$ cat config.mk
export PLATFORM = sky130hd
export DESIGN_NAME = byte_host_port_shadow_regs
export DESIGN_NICKNAME = d
export VERILOG_FILES = /design/src/hdl/host_port_pkg.sv /design/src/hdl/pin_sync3.sv /design/src/hdl/transfer_stage.sv /design/src/hdl/byte_host_port_shadow_regs.sv
export SDC_FILE = /design/constraint.sdc
export NUM_CORES = 1
export LEC_CHECK = 0
export BUFFER_PORTS_ARGS = -buffer_cell sky130_fd_sc_hd__buf_2
export CELL_PAD_IN_SITES_DETAIL_PLACEMENT = 0
export CELL_PAD_IN_SITES_GLOBAL_PLACEMENT = 2
export CORE_AREA = 2 2 217 219
export DETAILED_ROUTE_END_ITERATION = 8
export DIE_AREA = 0 0 219 221
export GPL_TIMING_DRIVEN = 1
export PLACE_DENSITY = 0.69
export SLEW_MARGIN = 20
export SYNTH_ARGS = -nofsm -noshare
export SYNTH_HDL_FRONTEND = slang
export SYNTH_HIERARCHICAL = 1
export SYNTH_SLANG_ARGS = --single-unit
$ cat constraint.sdc
create_clock -name clk -period 6.1 [get_ports clk]
set_input_delay 0 -clock clk [delete_from_list [all_inputs] [get_ports clk]]
set_output_delay 0 -clock clk [all_outputs]
set_load 0.01 [all_outputs]
$ cat src/hdl/host_port_pkg.sv
/*
  Constants, field layout and state codes for the byte-wide host port
  with read/write shadow registers.
  Assumes a single 10 MHz device clock and a synchronous active-low reset.
*/
// Overview of operation
// - Snapshot bytes readable in any order, any number of times, without change.
// - Each write stores the data byte into the staging byte chosen by A1..A0.
// - Write with update line high stores byte, then commits whole quadlet in one clock.
// - Unwritten staging bytes keep old values and go into the next commit.
// - Byte 0 is most significant; address 4N+k reaches byte k of register N.
// - Queues reached only via transfer register, moved automatically without processor.
// - Snapshot read of receive queue location moves head quadlet out, exposing next.
// - Transmit queue has next and final locations; final write marks packet complete.
// - Status flags tell when next queue quadlet can be read or written.
// - Active-low strobes and select, 9 address, 8 data lines, open-drain interrupt.
// - All host control inputs except A1..A0 for the read byte choice resampled into the device clock before use.
// - Read drives snapshot byte at once; update line refreshes snapshot later.
// - Register index bits ignored when update line is low.
// - Select, read and write strobes all low counts as a write.
// - Receive queues set available flag and flag each packet's final quadlet.
// - Receive queue read while its available flag is clear is a read error.
// - Snapshot byte output selected purely combinationally by A1..A0.
// - Sixty-four quadlet registers, six index bits, 256-byte byte space.
package host_port_pkg;
  localparam int HOST_DATA_W = 8;
  localparam int QUAD_W = 32;
  localparam int BYTES_PER_QUAD = 4;
  localparam int BYTE_SEL_W = 2;
  localparam int REG_IDX_W = 6;
  localparam int NUM_REGS = 64;
  localparam int CTRL_W = 3;
  localparam int QENTRY_W = QUAD_W + 1;
  localparam int CTRL_CS = 2;
  localparam int CTRL_RD = 1;
  localparam int CTRL_WR = 0;
  localparam logic [CTRL_W-1:0] CTRL_IDLE = 3'h7;
  localparam logic [REG_IDX_W-1:0] RX_REQ_IDX = 6'h38;
  localparam logic [REG_IDX_W-1:0] RX_RSP_IDX = 6'h39;
  localparam logic [REG_IDX_W-1:0] TX_REQ_NEXT_IDX = 6'h3A;
  localparam logic [REG_IDX_W-1:0] TX_REQ_LAST_IDX = 6'h3B;
  localparam logic [REG_IDX_W-1:0] TX_RSP_NEXT_IDX = 6'h3C;
  localparam logic [REG_IDX_W-1:0] TX_RSP_LAST_IDX = 6'h3D;
  localparam logic [REG_IDX_W-1:0] STATUS_IDX = 6'h3E;
  localparam int ST_RX_REQ_AVAIL = 7;
  localparam int ST_RX_REQ_LAST = 6;
  localparam int ST_RX_RSP_AVAIL = 5;
  localparam int ST_RX_RSP_LAST = 4;
  localparam int ST_TX_REQ_BUSY = 3;
  localparam int ST_TX_RSP_BUSY = 2;
  localparam int ST_RD_ERR = 1;
  localparam int ST_WR_ERR = 0;
  localparam logic [QUAD_W-1:0] QUAD_ZERO = 32'h0000_0000;
  localparam logic [HOST_DATA_W-1:0] BYTE_ZERO = 8'h00;
  typedef enum logic [3:0] {
    ST_IDLE = 4'b0001,
    ST_READ = 4'b0010,
    ST_FETCH = 4'b0100,
    ST_WRITE = 4'b1000
  } access_state_t;
endpackage

$ cat src/hdl/pin_sync3.sv
/*
  Three-flop resynchroniser with agreement filter for host pins.
  Assumes the inputs are asynchronous to clk; the output changes only
  when the second and third stages agree.
*/
module pin_sync3 #(
  parameter int WIDTH = 1,
  parameter logic [WIDTH-1:0] INIT = '0
) (
  // Clock and reset
  input wire logic clk,
  input wire logic reset_n,
  // Pins and filtered result
  input wire logic [WIDTH-1:0] async_in,
  output logic [WIDTH-1:0] stable_out
);
  logic [WIDTH-1:0] s1_r;
  logic [WIDTH-1:0] s2_r;
  logic [WIDTH-1:0] s3_r;

  always_ff @(posedge clk)
  begin
    if (!reset_n)
    begin
      s1_r <= INIT;
      s2_r <= INIT;
      s3_r <= INIT;
    end
    else
    begin
      s1_r <= async_in;
      s2_r <= s1_r;
      s3_r <= s2_r;
    end
  end

  // Each bit follows only once two later stages agree
  always_ff @(posedge clk)
  begin
    if (!reset_n)
      stable_out <= INIT;
    else
      stable_out <= (s2_r & ~(s2_r ^ s3_r)) | (stable_out & (s2_r ^ s3_r));
  end
endmodule

$ cat src/hdl/transfer_stage.sv
/*
  One-entry transfer register between the host port and a packet queue.
  Assumes valid/ready handshakes on both sides in the clk domain.
*/
module transfer_stage #(
  parameter int WIDTH = 33
) (
  // Clock and reset
  input wire logic clk,
  input wire logic reset_n,
  // Filling side
  input wire logic in_valid,
  input wire logic [WIDTH-1:0] in_data,
  output logic in_ready,
  // Draining side
  output logic out_valid,
  output logic [WIDTH-1:0] out_data,
  input wire logic out_ready
);
  logic full_r;
  logic [WIDTH-1:0] data_r;

  assign in_ready = !full_r;
  assign out_valid = full_r;
  assign out_data = data_r;

  always_ff @(posedge clk)
  begin
    if (!reset_n)
      full_r <= 1'b0;
    else if (in_valid && !full_r)
      full_r <= 1'b1;
    else if (out_ready && full_r)
      full_r <= 1'b0;
  end

  always_ff @(posedge clk)
  begin
    if (!reset_n)
      data_r <= '0;
    else if (in_valid && !full_r)
      data_r <= in_data;
  end
endmodule

$ cat src/hdl/byte_host_port_shadow_regs.sv
/*
  Byte-wide host port bridging an 8-bit processor bus to 64 internal
  quadlet registers and the asynchronous packet queues, via read and
  write shadow registers.
  Assumes the register space answers reg_rd_data combinationally from
  reg_rd_index, queues use valid/ready, and the processor keeps address
  and data stable for the whole strobe and leaves more than two clocks
  between accesses.
*/
module byte_host_port_shadow_regs
  import host_port_pkg::*;
(
  // Clock and reset
  input wire logic clk,
  input wire logic reset_n,
  // Host bus pins
  input wire logic host_chip_select_n,
  input wire logic host_read_strobe_n,
  input wire logic host_write_strobe_n,
  input wire logic byte_select_lo,
  input wire logic byte_select_hi,
  input wire logic [REG_IDX_W-1:0] register_index_bits,
  input wire logic shadow_update_line,
  input wire logic [HOST_DATA_W-1:0] host_data_bus_in,
  output logic [HOST_DATA_W-1:0] host_data_bus_out,
  output logic host_data_bus_oe,
  output logic host_irq_n_out,
  output logic host_irq_n_oe,
  // Internal register space
  output logic [REG_IDX_W-1:0] reg_rd_index,
  input wire logic [QUAD_W-1:0] reg_rd_data,
  output logic reg_wr_en,
  output logic [REG_IDX_W-1:0] reg_wr_index,
  output logic [QUAD_W-1:0] reg_wr_data,
  input wire logic irq_request,
  // Receive request queue
  input wire logic rx_request_queue_valid,
  input wire logic [QUAD_W-1:0] rx_request_queue_data,
  input wire logic rx_request_queue_last,
  output logic rx_request_queue_ready,
  // Receive response queue
  input wire logic rx_response_queue_valid,
  input wire logic [QUAD_W-1:0] rx_response_queue_data,
  input wire logic rx_response_queue_last,
  output logic rx_response_queue_ready,
  // Transmit request queue
  output logic tx_request_queue_valid,
  output logic [QUAD_W-1:0] tx_request_queue_data,
  output logic tx_request_queue_final,
  input wire logic tx_request_queue_ready,
  // Transmit response queue
  output logic tx_response_queue_valid,
  output logic [QUAD_W-1:0] tx_response_queue_data,
  output logic tx_response_queue_final,
  input wire logic tx_response_queue_ready,
  // Queue status
  output logic rx_request_available,
  output logic rx_response_available,
  output logic rx_request_final_quadlet,
  output logic rx_response_final_quadlet,
  output logic tx_request_busy,
  output logic tx_response_busy,
  output logic queue_read_error,
  output logic queue_write_error,
  input wire logic error_clear
);
  access_state_t state_r;
  access_state_t state_nxt;
  logic [CTRL_W-1:0] ctrl_s;
  logic [REG_IDX_W-1:0] idx_s;
  logic [BYTE_SEL_W-1:0] sel_s;
  logic upd_s;
  logic [HOST_DATA_W-1:0] data_s;
  logic wr_act;
  logic rd_act;
  logic wr_start;
  logic commit;
  logic [QUAD_W-1:0] staging_r;
  logic [QUAD_W-1:0] staging_nxt;
  logic [QUAD_W-1:0] snapshot_r;
  logic [REG_IDX_W-1:0] fetch_idx_r;
  logic in_fetch;
  logic rx_req_pop;
  logic rx_rsp_pop;
  logic rx_req_full;
  logic rx_rsp_full;
  logic [QENTRY_W-1:0] rx_req_head;
  logic [QENTRY_W-1:0] rx_rsp_head;
  logic tx_req_push;
  logic tx_rsp_push;
  logic tx_req_ready;
  logic tx_rsp_ready;
  logic tx_req_full;
  logic tx_rsp_full;
  logic is_final;
  logic [QUAD_W-1:0] status_word;
  logic queue_read_error_r;
  logic queue_write_error_r;
  logic oe_r;
  logic irq_oe_r;
  logic irq_level_r;
  logic [REG_IDX_W-1:0] reg_rd_index_r;
  logic reg_wr_en_r;
  logic [REG_IDX_W-1:0] reg_wr_index_r;
  logic [QUAD_W-1:0] reg_wr_data_r;

  // Byte k of a quadlet sits at the top for k = 0
  function automatic logic [QUAD_W-1:0] put_byte(input logic [QUAD_W-1:0] q,
                                                 input logic [BYTE_SEL_W-1:0] k,
                                                 input logic [HOST_DATA_W-1:0] b);
    logic [QUAD_W-1:0] r;
    r = q;
    r[QUAD_W-1-HOST_DATA_W*k -: HOST_DATA_W] = b;
    return r;
  endfunction

  function automatic logic [HOST_DATA_W-1:0] get_byte(input logic [QUAD_W-1:0] q,
                                                      input logic [BYTE_SEL_W-1:0] k);
    return q[QUAD_W-1-HOST_DATA_W*k -: HOST_DATA_W];
  endfunction

  // Host pins are resampled before use, except A1..A0 for the read byte choice
  pin_sync3 #(.WIDTH(CTRL_W), .INIT(CTRL_IDLE)) u_ctrl_sync (
    .clk(clk),
    .reset_n(reset_n),
    .async_in({host_chip_select_n, host_read_strobe_n, host_write_strobe_n}),
    .stable_out(ctrl_s)
  );

  pin_sync3 #(.WIDTH(REG_IDX_W + BYTE_SEL_W + 1 + HOST_DATA_W)) u_addr_sync (
    .clk(clk),
    .reset_n(reset_n),
    .async_in({shadow_update_line, register_index_bits, byte_select_hi, byte_select_lo,
               host_data_bus_in}),
    .stable_out({upd_s, idx_s, sel_s, data_s})
  );

  // All three strobes low is a write; read needs write strobe high
  assign wr_act = !ctrl_s[CTRL_CS] && !ctrl_s[CTRL_WR];
  assign rd_act = !ctrl_s[CTRL_CS] && !ctrl_s[CTRL_RD] && ctrl_s[CTRL_WR];
  assign wr_start = (state_r == ST_IDLE) && wr_act;
  assign commit = wr_start && upd_s;
  assign in_fetch = (state_r == ST_FETCH);
  assign staging_nxt = put_byte(staging_r, sel_s, data_s);

  always_comb
  begin
    state_nxt = state_r;
    case (state_r)
      ST_IDLE:
      begin
        if (wr_act)
          state_nxt = ST_WRITE;
        else if (rd_act && upd_s)
          state_nxt = ST_FETCH;
        else if (rd_act)
          state_nxt = ST_READ;
      end
      ST_FETCH:
        state_nxt = ST_READ;
      ST_READ:
      begin
        if (!rd_act)
          state_nxt = ST_IDLE;
      end
      ST_WRITE:
      begin
        if (!wr_act)
          state_nxt = ST_IDLE;
      end
      default:
        state_nxt = ST_IDLE;
    endcase
  end

  always_ff @(posedge clk)
  begin
    if (!reset_n)
      state_r <= ST_IDLE;
    else
      state_r <= state_nxt;
  end

  // Write staging: one byte per write cycle
  always_ff @(posedge clk)
  begin
    if (!reset_n)
      staging_r <= QUAD_ZERO;
    else if (wr_start)
      staging_r <= staging_nxt;
  end

  // Commit to register space or a transmit transfer register
  assign is_final = (idx_s == TX_REQ_LAST_IDX) || (idx_s == TX_RSP_LAST_IDX);
  assign tx_req_push = commit && (idx_s == TX_REQ_NEXT_IDX || idx_s == TX_REQ_LAST_IDX);
  assign tx_rsp_push = commit && (idx_s == TX_RSP_NEXT_IDX || idx_s == TX_RSP_LAST_IDX);

  always_ff @(posedge clk)
  begin
    if (!reset_n)
    begin
      reg_wr_en_r <= 1'b0;
      reg_wr_index_r <= '0;
      reg_wr_data_r <= QUAD_ZERO;
    end
    else
    begin
      reg_wr_en_r <= commit && idx_s < RX_REQ_IDX;
      if (commit)
      begin
        reg_wr_index_r <= idx_s;
        reg_wr_data_r <= staging_nxt;
      end
    end
  end

  // Transmit transfer registers drain to the queues on their own
  transfer_stage #(.WIDTH(QENTRY_W)) u_tx_req (
    .clk(clk),
    .reset_n(reset_n),
    .in_valid(tx_req_push),
    .in_data({is_final, staging_nxt}),
    .in_ready(tx_req_ready),
    .out_valid(tx_req_full),
    .out_data({tx_request_queue_final, tx_request_queue_data}),
    .out_ready(tx_request_queue_ready)
  );

  transfer_stage #(.WIDTH(QENTRY_W)) u_tx_rsp (
    .clk(clk),
    .reset_n(reset_n),
    .in_valid(tx_rsp_push),
    .in_data({is_final, staging_nxt}),
    .in_ready(tx_rsp_ready),
    .out_valid(tx_rsp_full),
    .out_data({tx_response_queue_final, tx_response_queue_data}),
    .out_ready(tx_response_queue_ready)
  );

  assign tx_request_queue_valid = tx_req_full;
  assign tx_response_queue_valid = tx_rsp_full;

  // Receive transfer registers prefetch the queue head
  transfer_stage #(.WIDTH(QENTRY_W)) u_rx_req (
    .clk(clk),
    .reset_n(reset_n),
    .in_valid(rx_request_queue_valid),
    .in_data({rx_request_queue_last, rx_request_queue_data}),
    .in_ready(rx_request_queue_ready),
    .out_valid(rx_req_full),
    .out_data(rx_req_head),
    .out_ready(rx_req_pop)
  );

  transfer_stage #(.WIDTH(QENTRY_W)) u_rx_rsp (
    .clk(clk),
    .reset_n(reset_n),
    .in_valid(rx_response_queue_valid),
    .in_data({rx_response_queue_last, rx_response_queue_data}),
    .in_ready(rx_response_queue_ready),
    .out_valid(rx_rsp_full),
    .out_data(rx_rsp_head),
    .out_ready(rx_rsp_pop)
  );

  assign rx_req_pop = in_fetch && (fetch_idx_r == RX_REQ_IDX) && rx_req_full;
  assign rx_rsp_pop = in_fetch && (fetch_idx_r == RX_RSP_IDX) && rx_rsp_full;

  // Status presented to the register space and to the processor
  assign rx_request_available = rx_req_full;
  assign rx_response_available = rx_rsp_full;
  // A stale last bit of an already popped quadlet must not show
  assign rx_request_final_quadlet = rx_req_full && rx_req_head[QUAD_W];
  assign rx_response_final_quadlet = rx_rsp_full && rx_rsp_head[QUAD_W];
  assign tx_request_busy = tx_req_full;
  assign tx_response_busy = tx_rsp_full;

  always_comb
  begin
    status_word = QUAD_ZERO;
    status_word[ST_RX_REQ_AVAIL] = rx_req_full;
    status_word[ST_RX_REQ_LAST] = rx_req_full && rx_req_head[QUAD_W];
    status_word[ST_RX_RSP_AVAIL] = rx_rsp_full;
    status_word[ST_RX_RSP_LAST] = rx_rsp_full && rx_rsp_head[QUAD_W];
    status_word[ST_TX_REQ_BUSY] = tx_req_full;
    status_word[ST_TX_RSP_BUSY] = tx_rsp_full;
    status_word[ST_RD_ERR] = queue_read_error_r;
    status_word[ST_WR_ERR] = queue_write_error_r;
  end

  // Read target is latched at the start of an updating read
  always_ff @(posedge clk)
  begin
    if (!reset_n)
    begin
      fetch_idx_r <= '0;
      reg_rd_index_r <= '0;
    end
    else if (state_r == ST_IDLE && rd_act && !wr_act && upd_s)
    begin
      fetch_idx_r <= idx_s;
      reg_rd_index_r <= idx_s;
    end
  end

  // Snapshot changes only on an updating read
  always_ff @(posedge clk)
  begin
    if (!reset_n)
      snapshot_r <= QUAD_ZERO;
    else if (in_fetch)
    begin
      case (fetch_idx_r)
        RX_REQ_IDX:
        begin
          if (rx_req_full)
            snapshot_r <= rx_req_head[QUAD_W-1:0];
        end
        RX_RSP_IDX:
        begin
          if (rx_rsp_full)
            snapshot_r <= rx_rsp_head[QUAD_W-1:0];
        end
        STATUS_IDX:
          snapshot_r <= status_word;
        default:
          snapshot_r <= reg_rd_data;
      endcase
    end
  end

  // Sticky errors; a new error wins over a clear in the same cycle
  always_ff @(posedge clk)
  begin
    if (!reset_n)
      queue_read_error_r <= 1'b0;
    else if (in_fetch && ((fetch_idx_r == RX_REQ_IDX && !rx_req_full) ||
                          (fetch_idx_r == RX_RSP_IDX && !rx_rsp_full)))
      queue_read_error_r <= 1'b1;
    else if (error_clear)
      queue_read_error_r <= 1'b0;
  end

  always_ff @(posedge clk)
  begin
    if (!reset_n)
      queue_write_error_r <= 1'b0;
    else if ((tx_req_push && !tx_req_ready) || (tx_rsp_push && !tx_rsp_ready))
      queue_write_error_r <= 1'b1;
    else if (error_clear)
      queue_write_error_r <= 1'b0;
  end

  assign queue_read_error = queue_read_error_r;
  assign queue_write_error = queue_write_error_r;

  // Data bus drive and open-drain interrupt
  always_ff @(posedge clk)
  begin
    if (!reset_n)
      oe_r <= 1'b0;
    else
      oe_r <= (state_nxt == ST_READ) || (state_nxt == ST_FETCH);
  end

  always_ff @(posedge clk)
  begin
    if (!reset_n)
    begin
      irq_oe_r <= 1'b0;
      irq_level_r <= 1'b0;
    end
    else
    begin
      irq_oe_r <= irq_request;
      irq_level_r <= 1'b0;
    end
  end

  // Byte chosen straight from the pins so the host may sweep it in one read
  assign host_data_bus_out = oe_r ? get_byte(snapshot_r, {byte_select_hi, byte_select_lo})
                                  : BYTE_ZERO;
  assign host_data_bus_oe = oe_r;
  assign host_irq_n_out = irq_level_r;
  assign host_irq_n_oe = irq_oe_r;
  assign reg_rd_index = reg_rd_index_r;
  assign reg_wr_en = reg_wr_en_r;
  assign reg_wr_index = reg_wr_index_r;
  assign reg_wr_data = reg_wr_data_r;
endmodule

* Word level (Yosys, flattened, before mapping)
Cells that the tools add are included.
Cells by class: add/sub/neg operators 3, bitwise logic cells 10, shift-type cells 3, equality and inequality tests 15, muxes and demuxes 22, reductions and logical operators 52, magnitude comparators 1
Operators with widths (count):
- $pmux 32 s3 | 1
- $mux 32 | 2
- $eq 6x6->1 const B | 7
- $shift 8x34->39 const A | 1
- $shiftx 39x33->8 | 1
- $shiftx 8x34->39 | 1
- $and 17x17->17 | 2
- $neg 32->34 | 1
- $bwmux 32 | 1
- $logic_and 1x1->1 | 31
- $mux 4 | 5
- $not 17->17 | 1
- $or 17x17->17 | 1
- $xor 17x17->17 | 1
- $pmux 4 s4 | 1
- $reduce_bool 2->1 | 6
- $sub 5x5->6 const A | 2
- $mux 1 | 11
- $eq 4x2->1 const B | 2
- $eq 4x3->1 const B | 2
- $logic_not 1->1 | 8
- $mux 8 | 1
- $and 3x3->3 | 2
- $logic_or 1x1->1 | 6
- 8 further kinds | 9
Storage, ports and cells: output and inout port bits 134, word-level logic and storage cells 133, flip-flop bits (word level) 333, input port bits 126

* Longest topological paths before layout
Gate-level depths: netlist of the first run.
word-level depth 9, gate-level depth with buffers 9, mapped depth without buffers 6

* Hierarchy
Netlist of the first run, hierarchy kept.
By module, submodules not included:
- byte_host_port_shadow_regs | cells each 616, instances 1, area an instance 5725.5 um^2, seq. area each 2342.2 um^2
- transfer_stage | cells each 148, instances 4, area an instance 1391.3 um^2, seq. area each 680.7 um^2
- pin_sync3 (u_addr_sync) | cells each 179, instances 1, area an instance 2016.9 um^2, seq. area each 1361.3 um^2
- pin_sync3 (u_ctrl_sync) | cells each 31, instances 1, area an instance 362.8 um^2, seq. area each 240.2 um^2

* Worst setup path before layout of the first run
Ideal clock, no wire load.
path kind register -> register, start point register state_r[0], end point register u_tx_req.data_r[0] (netlist: u_tx_req/out_data[0]), buffers on the path 3, stages on the path, launching flop included 10, library setup time 72 ps, arrival 2112 ps, path slack 3917 ps, data required time 6028 ps, period minus slack after synthesis 2183 ps, cells stage by stage dfxtp_1 > or4b_1 > buf_2 > nor3_4 > nand2b_1 > nor2_1 > nor2b_2 > buf_6 > buf_12 > mux2i_1
On the way: longest elaborated chain between the ends 5
Ends and longest elaborated chain:
- start: declaration | RTL line byte_host_port_shadow_regs.sv:67 | access_state_t state_r;
- start signal: assignment | RTL line byte_host_port_shadow_regs.sv:181 | state_r <= state_nxt;
- $eq 4x1->1 | RTL line byte_host_port_shadow_regs.sv:141 | assign wr_start = (state_r == ST_IDLE) && wr_act;
- $logic_and 1x1->1 | RTL line byte_host_port_shadow_regs.sv:141
- $logic_and 1x1->1 | RTL line byte_host_port_shadow_regs.sv:142 | assign commit = wr_start && upd_s;
- $logic_and 1x1->1 | RTL line byte_host_port_shadow_regs.sv:195 | assign tx_req_push = commit && (idx_s == TX_REQ_NEXT_IDX || idx_s == TX_REQ_LAST_IDX);
- named net tx_req_push | RTL line byte_host_port_shadow_regs.sv:89 | logic tx_req_push;
- $logic_and 1x1->1 | RTL line transfer_stage.sv:41 | else if (in_valid && !full_r)
- end signal: assignment | RTL line transfer_stage.sv:42 | data_r <= in_data;
- end: declaration | RTL line transfer_stage.sv:21 | logic [WIDTH-1:0] data_r;
The timed path passes the listed nets, and every way through them passes these cells. A chain may end at the register's enable or synchronous reset.

* Worst setup path after layout of the first run
start point register state_r[0], end point register u_tx_req.data_r[28] (netlist: u_tx_req/out_data[28])
The elaborated chain is that of the path after synthesis.

==> results of run 1 <==
-- worst max-delay path, delay by kind of cell, from the launching register on --
kind                   cells  cell delay, ns
buffers and inverters      1            0.53
DFF                        1            0.44
muxes                      1            0.26
and+or+nand+nor            5            1.29
-- final timing paths --
| path | end | start |
|---|---|---|
| hold / removal | u_ctrl_sync/s1_r[1] | host_read_strobe_n |
| setup reg to reg | u_tx_req/out_data[28] | state_r[0] |
| setup / recovery | u_tx_req/out_data[28] | state_r[0] |
| hold reg to reg | u_addr_sync/s2_r[7] | u_addr_sync/s1_r[7] |
-- routing by layer --
metal  vias up  GRT usage [%]  share of wire [%]
met2       238           26.9                 46
li1       5681              -                  -
met3        52           3.24                4.9
met5         -              0                  0
met1      5392           22.0                 47
met4         0           5.54                2.4
-- through the flow --
step | utilization [%] | setup WS (ns)
floorplan | - | 3.92
global placement | 33.0 | 3.51
detailed placement | 33.0 | 3.51
CTS | 40.7 | 3.49
global route | 40.8 | 3.34
finish | 40.8 | 3.47
-- power groups by stage --
stage	Clock (µW)	Combinational [µW]	Sequential, µW
after global placement	0	202	2290
after CTS	2530	318	2250
after global routing	2610	348	2250
after detailed placement	0	204	2290
final	2440	318	2250
after floorplan	0	142	2280
-- cell families (layout without fill, tap and decap cells) --
family                 Yosys count  count (layout)  share of synthesized area, %
AO/OA/AOI/OAI                  185             185                          10.9
XOR/XNOR                         2               2                         0.128
buffers and inverters          145             604                          6.37
flip-flops                     333             333                          48.8
multiplexers                   210             210                          16.3
other                            1               2                        0.0274
AND/OR/NAND/NOR                542             542                          17.5
-- layout make-up --
class | count | area [µm²]
clock buffers | 53 | 1130
well taps | 607 | 759
inverters | 40 | 150
multi-input cells | 940 | 6200
diodes | 1 | 2.50
flip-flops and latches | 333 | 6670
fillers | 4677 | 27300
clock inverters | 17 | 224
repair buffers | 494 | 3640
-- placed cells by master, fill, tap and decap left out, types with 11 or more instances in the layout --
master         count
dlygate4sd3_1    222
nand2b_1          13
mux2i_1          178
o211a_1           68
buf_2            257
o211ai_1          17
nand2_1          374
clkbuf_16         40
nand3_1           18
a221oi_1          25
and2_1            65
o21ai_0           36
nor2_1            35
inv_1             40
a21oi_1           11
dfxtp_1          333
mux2_2            24
buf_4             13
-- registers in the layout, summed over array words and instances (netlist names), 3 cells and up, named ones only --
register           count
u_ctrl_sync/s3_r       3
snapshot_r            32
u_ctrl_sync/s2_r       3
u_addr_sync/s3_r      17
reg_rd_index           6
u_addr_sync/s2_r      17
reg_wr_data           32
state_r                4
reg_wr_index           6
u_addr_sync/s1_r      17
staging_r             32
u_rx_rsp/out_data     33
u_tx_rsp/out_data     33
u_rx_req/out_data     33
u_ctrl_sync/s1_r       3
u_tx_req/out_data     33
-- repair_timing --
item,CTS,global route
gates resized for setup,0,0
hold endpoints to repair,125,0
hold buffers,222,0
==> summary.txt, run 1 <==
Routing
  – DRT iter0 DRCs: ~720
  – Routed WL: 40,900 µm
  – Vias/cell: 4.57
  – # DRC: 0
  – Via count: around 11,000
  – Post-route ant nets: 0
  – Drt first pass iters: 5
  – DR WL/cell: 16.4 µm

Global routing
  – Vias in the first global route: about 11,000
  – GR Util All Layers: 16.6%
  – Initial antenna violation count: 1
  – Largest net degree at the start of global routing: approximately 200
  – First-pass GRT wire length: approximately 63,000 µm
  – Grt total ovfl: 0

Worst setup path
  – CP peak stage delay: about 0.65 ns
  – Crit path cell chain: or4b_1 -> nor3_4 -> nand2b_1 -> nor2_1 -> nor2b_4 -> buf_4 -> mux2i_1
  – Critical path type: register to register
  – WP data required: between 6 and 7 ns
  – Worst path slowest cell: or4b_1
  – CP Data Arrival Time: about 3.1 ns
  – Max FO, Critical Path: 33
  – Crit path capture type: register
  – Reg2reg setup slack: roughly 3.5 ns
  – Critical Path Start Type: register
  – R2R depth: 7

Logic synthesis
  – Synth Net Count: about 1,500
  – EDFF count, synth: 0
  – YS warnings: 6
  – Syn Area/Cell: about 9.6 µm²
  – Post-synthesis sequential area ratio: 48.8%
  – Post-synth top cells: 374 x nand2_1, 333 x dfxtp_1, 178 x mux2i_1
  – Yosys top cell by area: dfxtp_1
  – Synth Register Bits: 333
  – Post-Syn Area: roughly 14,000 µm²
  – Most common cell in the netlist: nand2_1
  – Main flop type after synthesis: dfxtp_1
  – Number of distinct library cells after synthesis: 58
  – Async set-reset flop share out of synthesis: 0%
  – Post-Syn Instances: 1,418
  – Ranking of synthesized cells by area: dfxtp_1 49%, mux2i_1 13%, nand2_1 10%
  – Top cell type's share of synthesized area: 48.8%

Power and ir drop
  – NetSw: around 1100 µW
  – Pwr dens: around 270 nW/µm²
  – Internal Power: ~3900 µW
  – Net Sw Frac: about 22%
  – Clock power share: between 40% and 50%
  – Leak: 0.00882 µW
  – Sequential share of power: between 40 and 50%
  – Peak supply drop: approximately 0.00017 V
  – Combinational share of power: under 10%
  – Power Total: about 5000 µW

Placement
  – GP Congestion: ~0.77
  – Final HPWL DP: ~27,000 µm
  – Buffers on Ports: around 260
  – Placed Cells: about 2,200
  – DP Area: approximately 15,000 µm²

Timing
  – Max Slew Vio Count: 0
  – Fmax: around 0.38 GHz
  – # setup viols final: 0
  – Final hold viol count: 0
  – Max Clock Skew: 0.0326 ns
  – RSZ-0062 raised after global routing: no
  – Setup_tns: 0 ns
  – Crit share post-route: approximately 43%
  – Least-Margin Pin Slew: 1.00 ns
  – Hold WS: about 0.17 ns
  – Slew margin rel.: ~33%
  – Tmin final: about 2.6 ns

Die
  – Initial Util: 29.7%
  – Core area: around 46,000 µm²
  – Total die area: roughly 48,000 µm²
  – IO Pins: 260
  – Die height: around 220 µm
  – Site row count: between 70 and 80
  – Die Wd: roughly 220 µm

Worst hold path
  – Hold Path Depth: 3
  – Worst hold path class: primary input to register

Clock tree
  – Cts bufs inserted: 40
  – Setup Buffers After CTS: 0
  – Worst-Skew Late Latency: slightly below 0.6 ns
  – CTS H-tree depth: 2
  – CTS root buffer: clkbuf_16
  – Clock transition at path regs: roughly 0.060 ns
  – CTS Buffer Depth: 3
  – # clock sinks: between 300 and 400
  – CTS tree: done

Run
  – Max-cap violations: 0

Outcome
  – Run status: finished, final reports clean

Finish
  – Share of layout cells above drive strength 1: between 20% and 30%
  – Area growth syn-to-layout: 37.3%
  – Nets: between 1,500 and 2,000
  – Final non-filler cell area: about 19,000 µm²
  – Non-filler instance count after layout: ~2,500
(Power assumes the default switching activity.)
==> inputs of run 2 (changes only) <==
- clock period: 6.1 -> 2.73 ns (I/O delays scaled with it)
==> summary.txt, run 2 (synthesis gave the netlist of run 1 again) <==
Finish
  – Highest-count cells in the layout ignoring fill and taps: 374 x nand2_1, 333 x dfxtp_1, 257 x buf_2
  – Nets: 1,941
  – Share of layout cells above drive strength 1: a little over a fifth
  – Filler cell count: ~4,700
  – Non-filler instance count after layout: between 2,000 and 2,500
  – Most common cell after layout, fill and taps aside: nand2_1
  – Area growth syn-to-layout: 35.5%

Placement
  – Final HPWL DP: between 20,000 and 30,000 µm
  – GP Congestion: 0.784
  – Buffers on Ports: around 260
  – Placed Cells: about 2,200

Power and ir drop
  – Pwr dens: 603 nW/µm²
  – Peak supply drop: between 0.0003 and 0.0004 V
  – Leak: roughly 0.0087 µW

Timing
  – Setup_tns: 0 ns
  – Crit share post-route: between 90% and 100%
  – Max Clock Skew: ~0.016 ns
  – Tmin final: 2.53 ns
  – RSZ-0062 raised after global routing: no
  – Final hold viol count: 0
  – Fmax: 0.395 GHz
  – Slew margin rel.: approximately 48%
  – # setup viols final: 0
  – Max Slew Vio Count: 0
  – Least-Margin Pin Slew: slightly below 0.8 ns

Routing
  – Via count: 11,303
  – DRT iter0 DRCs: 540
  – Drt first pass iters: 4
  – Routed WL: ~41,000 µm
  – # DRC: 0
  – Vias/cell: about 4.6
  – Post-route ant nets: 0
  – DR WL/cell: around 17 µm

Worst setup path
  – Reg-to-reg endpoint: snapshot_r[6]
  – Critical Path Start Type: register
  – Max FO, Critical Path: 32
  – R2R depth: 7
  – RR Startpoint: reg_rd_index[0]
  – Crit path capture type: register
  – Critical path type: register to register
  – Reg2reg setup slack: just under 0.2 ns
  – CP Data Arrival Time: slightly above 3 ns
  – WP data required: ~3.2 ns

Die
  – Total die area: ~48,000 µm²
  – Initial Util: between 20 and 30%
  – Site row count: 79
  – Die height: 221 µm
  – Core area: about 46,000 µm²
  – Die Wd: ~220 µm
  – IO Pins: 260

Clock tree
  – CTS Buffer Depth: 3
  – Worst-Skew Late Latency: ~0.56 ns
  – Setup Buffers After CTS: 0
  – Cts bufs inserted: 40
  – # clock sinks: roughly 330
  – CTS tree: done
  – Clock transition at path regs: roughly 0.060 ns
  – CTS root buffer: clkbuf_16
  – CTS H-tree depth: 2

Global routing
  – Vias in the first global route: 11,315
  – First-pass GRT wire length: 63,000 µm
  – Grt total ovfl: 0
  – Largest net degree at the start of global routing: 101
  – GR Util All Layers: roughly 17%
  – Initial antenna violation count: 2

Outcome
  – Run status: finished, final reports clean

Run
  – Max-cap violations: 0

Worst hold path
  – Hold Path Depth: 3
  – Worst hold path class: primary input to register
  – Hold Path Origin: host_chip_select_n
  – Hold endpoint: u_ctrl_sync/s1_r[2]
## run 2: where the power goes
part	switching [µW]	total (µW)	leakage (µW)	internal, µW
clock	2110	5510	0.000675	3400
combinational	295	661	0.00533	367
sequential	50.4	5010	0.00270	4960
## run 2: worst max-delay path by stage
stage	startpoint	to	slack, ns	cells after the start
global route	reg_rd_index[0]	snapshot_r[4]	0.02	7
global placement	state_r[2]	reg_wr_index[0]	0.43	5
floorplan	state_r[0]	u_tx_req/out_data[0]	0.55	9
CTS	state_r[2]	snapshot_r[6]	0.11	6
finish	reg_rd_index[0]	snapshot_r[6]	0.20	7
detailed placement	state_r[0]	reg_wr_index[4]	0.36	5
## run 2: cell type report
cell class                 count  area [µm²]  area share (%)
timing repair buffer         460        3390            18.3
clock buffer                  58        1190            6.43
multi-input combinational    940        6200            33.4
tap                          607         759            4.10
sequential                   333        6670            36.0
clock inverter                12         171           0.925
antenna                        2        5.00          0.0270
inverter                      40         150           0.810
## run 2: stage by stage
step                hold slack, ns  setup WS (ns)  power, µW  utilization [%]  cell area, µm²
finish                       0.164          0.198      11200             40.2           18500
global route                 0.154         0.0159      11600             40.2           18500
floorplan                   0.0730          0.547       5420                -           13700
CTS                          0.129          0.110      11400             40.2           18500
detailed placement           0.192          0.363       5600             33.4           15400
global placement             0.186          0.435       5590             33.4           15400
## run 2: repair_timing
| action | CTS | global route |
|---|---|---|
| setup endpoints to repair | 0 | 5 |
| hold buffers | 178 | 0 |
| resized for setup | 0 | 2 |
| endpoints found under the hold margin | 130 | 0 |
## run 2: worst max-delay path, cell delays in order (launching register included)
cell,delay [ns]
dfxtp_1,0.56
buf_12,0.26
nand2_1,0.21
a41oi_2,0.25
buf_4,0.33
o21ai_0,0.12
a31oi_1,0.16
dlygate4sd3_1,0.56
## run 2: metal layers
metal | up-vias | track usage (%) | wire (µm)
li1 | 5624 | - | -
met1 | 5349 | 22.1 | 19000
met2 | 258 | 26.3 | 18400
met3 | 72 | 2.97 | 1860
met4 | 0 | 7.13 | 1430
met5 | - | 0 | 0
==> inputs of run 3 (changes only) <==
==> constraint.sdc (replaced) <==
create_clock -name clk -period 2.73 [get_ports clk]
set_input_delay 0.1365 -clock clk [delete_from_list [all_inputs] [get_ports clk]]
set_output_delay 0.1365 -clock clk [all_outputs]
set_load 0.01 [all_outputs]
==> summary.txt, run 3 (synthesis gave the netlist of run 1 again) <==
Worst setup path
  – Crit path max-delay family: simple AND/OR/NAND/NOR gates
  – WP data required: 3.15 ns
  – Worst Setup SP: state_r[0]
  – Crit path cell chain: or4b_1 -> nor3_4 -> buf_4 -> mux2i_1 -> nor2b_1
  – Crit path capture type: register
  – Max FO, Critical Path: roughly 70
  – CP Capture Point: reg_wr_index[0]
  – Reg-to-reg endpoint: reg_wr_index[0]
  – Worst path slowest cell: or4b_1
  – CP Data Arrival Time: ~2.8 ns
  – RR Startpoint: state_r[0]
  – Critical Path Start Type: register
  – WP depth: 5
  – CP Buf/Inv Count: 1
  – Reg2reg setup slack: 0.37 ns
  – R2R depth: 5
  – CP peak stage delay: 0.64 ns
  – Critical path type: register to register

Power and ir drop
  – NetSw: 2380 µW
  – Leak: around 0.0084 µW
  – Net Sw Frac: approximately 22%
  – Peak supply drop: between 0.0003 and 0.0004 V
  – Pwr dens: 601 nW/µm²
  – Clock power share: between 40 and 50%
  – Internal Power: approximately 8400 µW
  – Combinational share of power: 5.7%
  – Sequential share of power: around 47%

Timing
  – Max Slew Vio Count: 0
  – Hold WS: roughly 0.063 ns
  – Tmin final: ~2.4 ns
  – Fmax: around 0.42 GHz
  – Least-Margin Pin Slew: ~0.78 ns
  – Final hold viol count: 0
  – Slew margin rel.: 48.0%
  – Max Clock Skew: roughly 0.024 ns
  – RSZ-0062 raised after global routing: no
  – # setup viols final: 0
  – Crit share post-route: a little under nine tenths
  – Setup_tns: 0 ns

Clock tree
  – CTS H-tree depth: 2
  – CTS Buffer Depth: 3
  – # clock sinks: 333
  – CTS resizes: 0
  – Setup Buffers After CTS: 0
  – CTS tree: done
  – CTS root buffer: clkbuf_16
  – Worst-Skew Late Latency: between 0.5 and 0.6 ns
  – Cts bufs inserted: 39
  – Clock transition at path regs: 0.06 ns
  – Hold_buf cts: approximately 120

Die
  – Initial Util: 29.7%
  – Total die area: 48,400 µm²
  – Die height: between 200 and 250 µm
  – Site row count: around 80
  – Core area: around 46,000 µm²
  – Die Wd: roughly 220 µm
  – IO Pins: 260

Routing
  – # DRC: 0
  – Post-route ant nets: 0
  – Via count: between 10,000 and 15,000
  – Routed WL: about 40,000 µm
  – DR WL/cell: about 17 µm
  – Drt first pass iters: 5
  – Vias/cell: between 4 and 5
  – DRT iter0 DRCs: a little over 600

Run
  – Max-cap violations: 0

Finish
  – Area growth syn-to-layout: 30.7%
  – Final non-filler cell area: between 15,000 and 20,000 µm²
  – Highest-count cells in the layout ignoring fill and taps: 374 x nand2_1, 333 x dfxtp_1, 257 x buf_2
  – Non-filler instance count after layout: 2,394
  – Share of layout cells above drive strength 1: between 20% and 30%
  – Nets: 1,885
  – Most common cell after layout, fill and taps aside: nand2_1
  – Register area: ~6700 µm²
  – Post-Route Utilization: 38.8%
  – Multi-input logic area: around 6200 µm²
  – Filler cell count: approximately 4,700

Outcome
  – Run status: finished, final reports clean

Global routing
  – GR Util All Layers: ~16%
  – Initial antenna violation count: 2
  – Vias in the first global route: 10,648
  – First-pass GRT wire length: 61,500 µm
  – Grt total ovfl: 0
  – Largest net degree at the start of global routing: between 100 and 150

Placement
  – Buffers on Ports: approximately 260
  – Placed Cells: between 2,000 and 2,500
  – DP Area: 15,400 µm²
  – Final HPWL DP: ~27,000 µm
  – GP Congestion: approximately 0.78

Worst hold path
  – Worst hold path class: primary input to register
run 3: power groups by stage:
stage                     clock [µW]  sequential [µW]  combinational [µW]
after global routing            5520             5020                 668
after CTS                       5310             5010                 615
after detailed placement           0             5120                 477
after global placement             0             5120                 469
final                           5120             5010                 609
after floorplan                    0             5110                 318
run 3: area by class of cell:
cell class	count	share of cell area, %
Antenna cell	1	0.0140
Clock buffer	59	6.62
Clock inverter	9	0.476
Inverter	40	0.840
Multi-Input combinational cell	940	34.6
Sequential cell	333	37.3
Tap cell	607	4.25
Timing Repair Buffer	405	15.9
run 3: worst min-delay path by stage:
stage                             start                  end  slack [ns]  depth (start not counted)
global placement    host_write_strobe_n  u_ctrl_sync/s1_r[0]        0.32                          2
detailed placement  host_write_strobe_n  u_ctrl_sync/s1_r[0]        0.32                          2
global route             byte_select_hi  u_addr_sync/s1_r[9]        0.06                          2
finish                   byte_select_hi  u_addr_sync/s1_r[9]        0.06                          2
CTS                      byte_select_hi  u_addr_sync/s1_r[9]        0.03                          2
floorplan                       reset_n  u_ctrl_sync/s2_r[2]        0.21                          1
run 3: layer usage:
layer | routed length, µm | global-route usage, % | vias up
li1 | - | - | 5498
met1 | 19000 | 22.2 | 5269
met4 | 1040 | 5.65 | 2
met2 | 18000 | 25.4 | 248
met5 | 13 | 0 | -
met3 | 2120 | 3.40 | 59
run 3: through the flow:
stage	setup WS (ns)	power (µW)
after CTS	0.370	10900
final	0.373	10700
after detailed placement	0.371	5600
after global routing	0.192	11200
after floorplan	0.547	5420
after global placement	0.454	5590
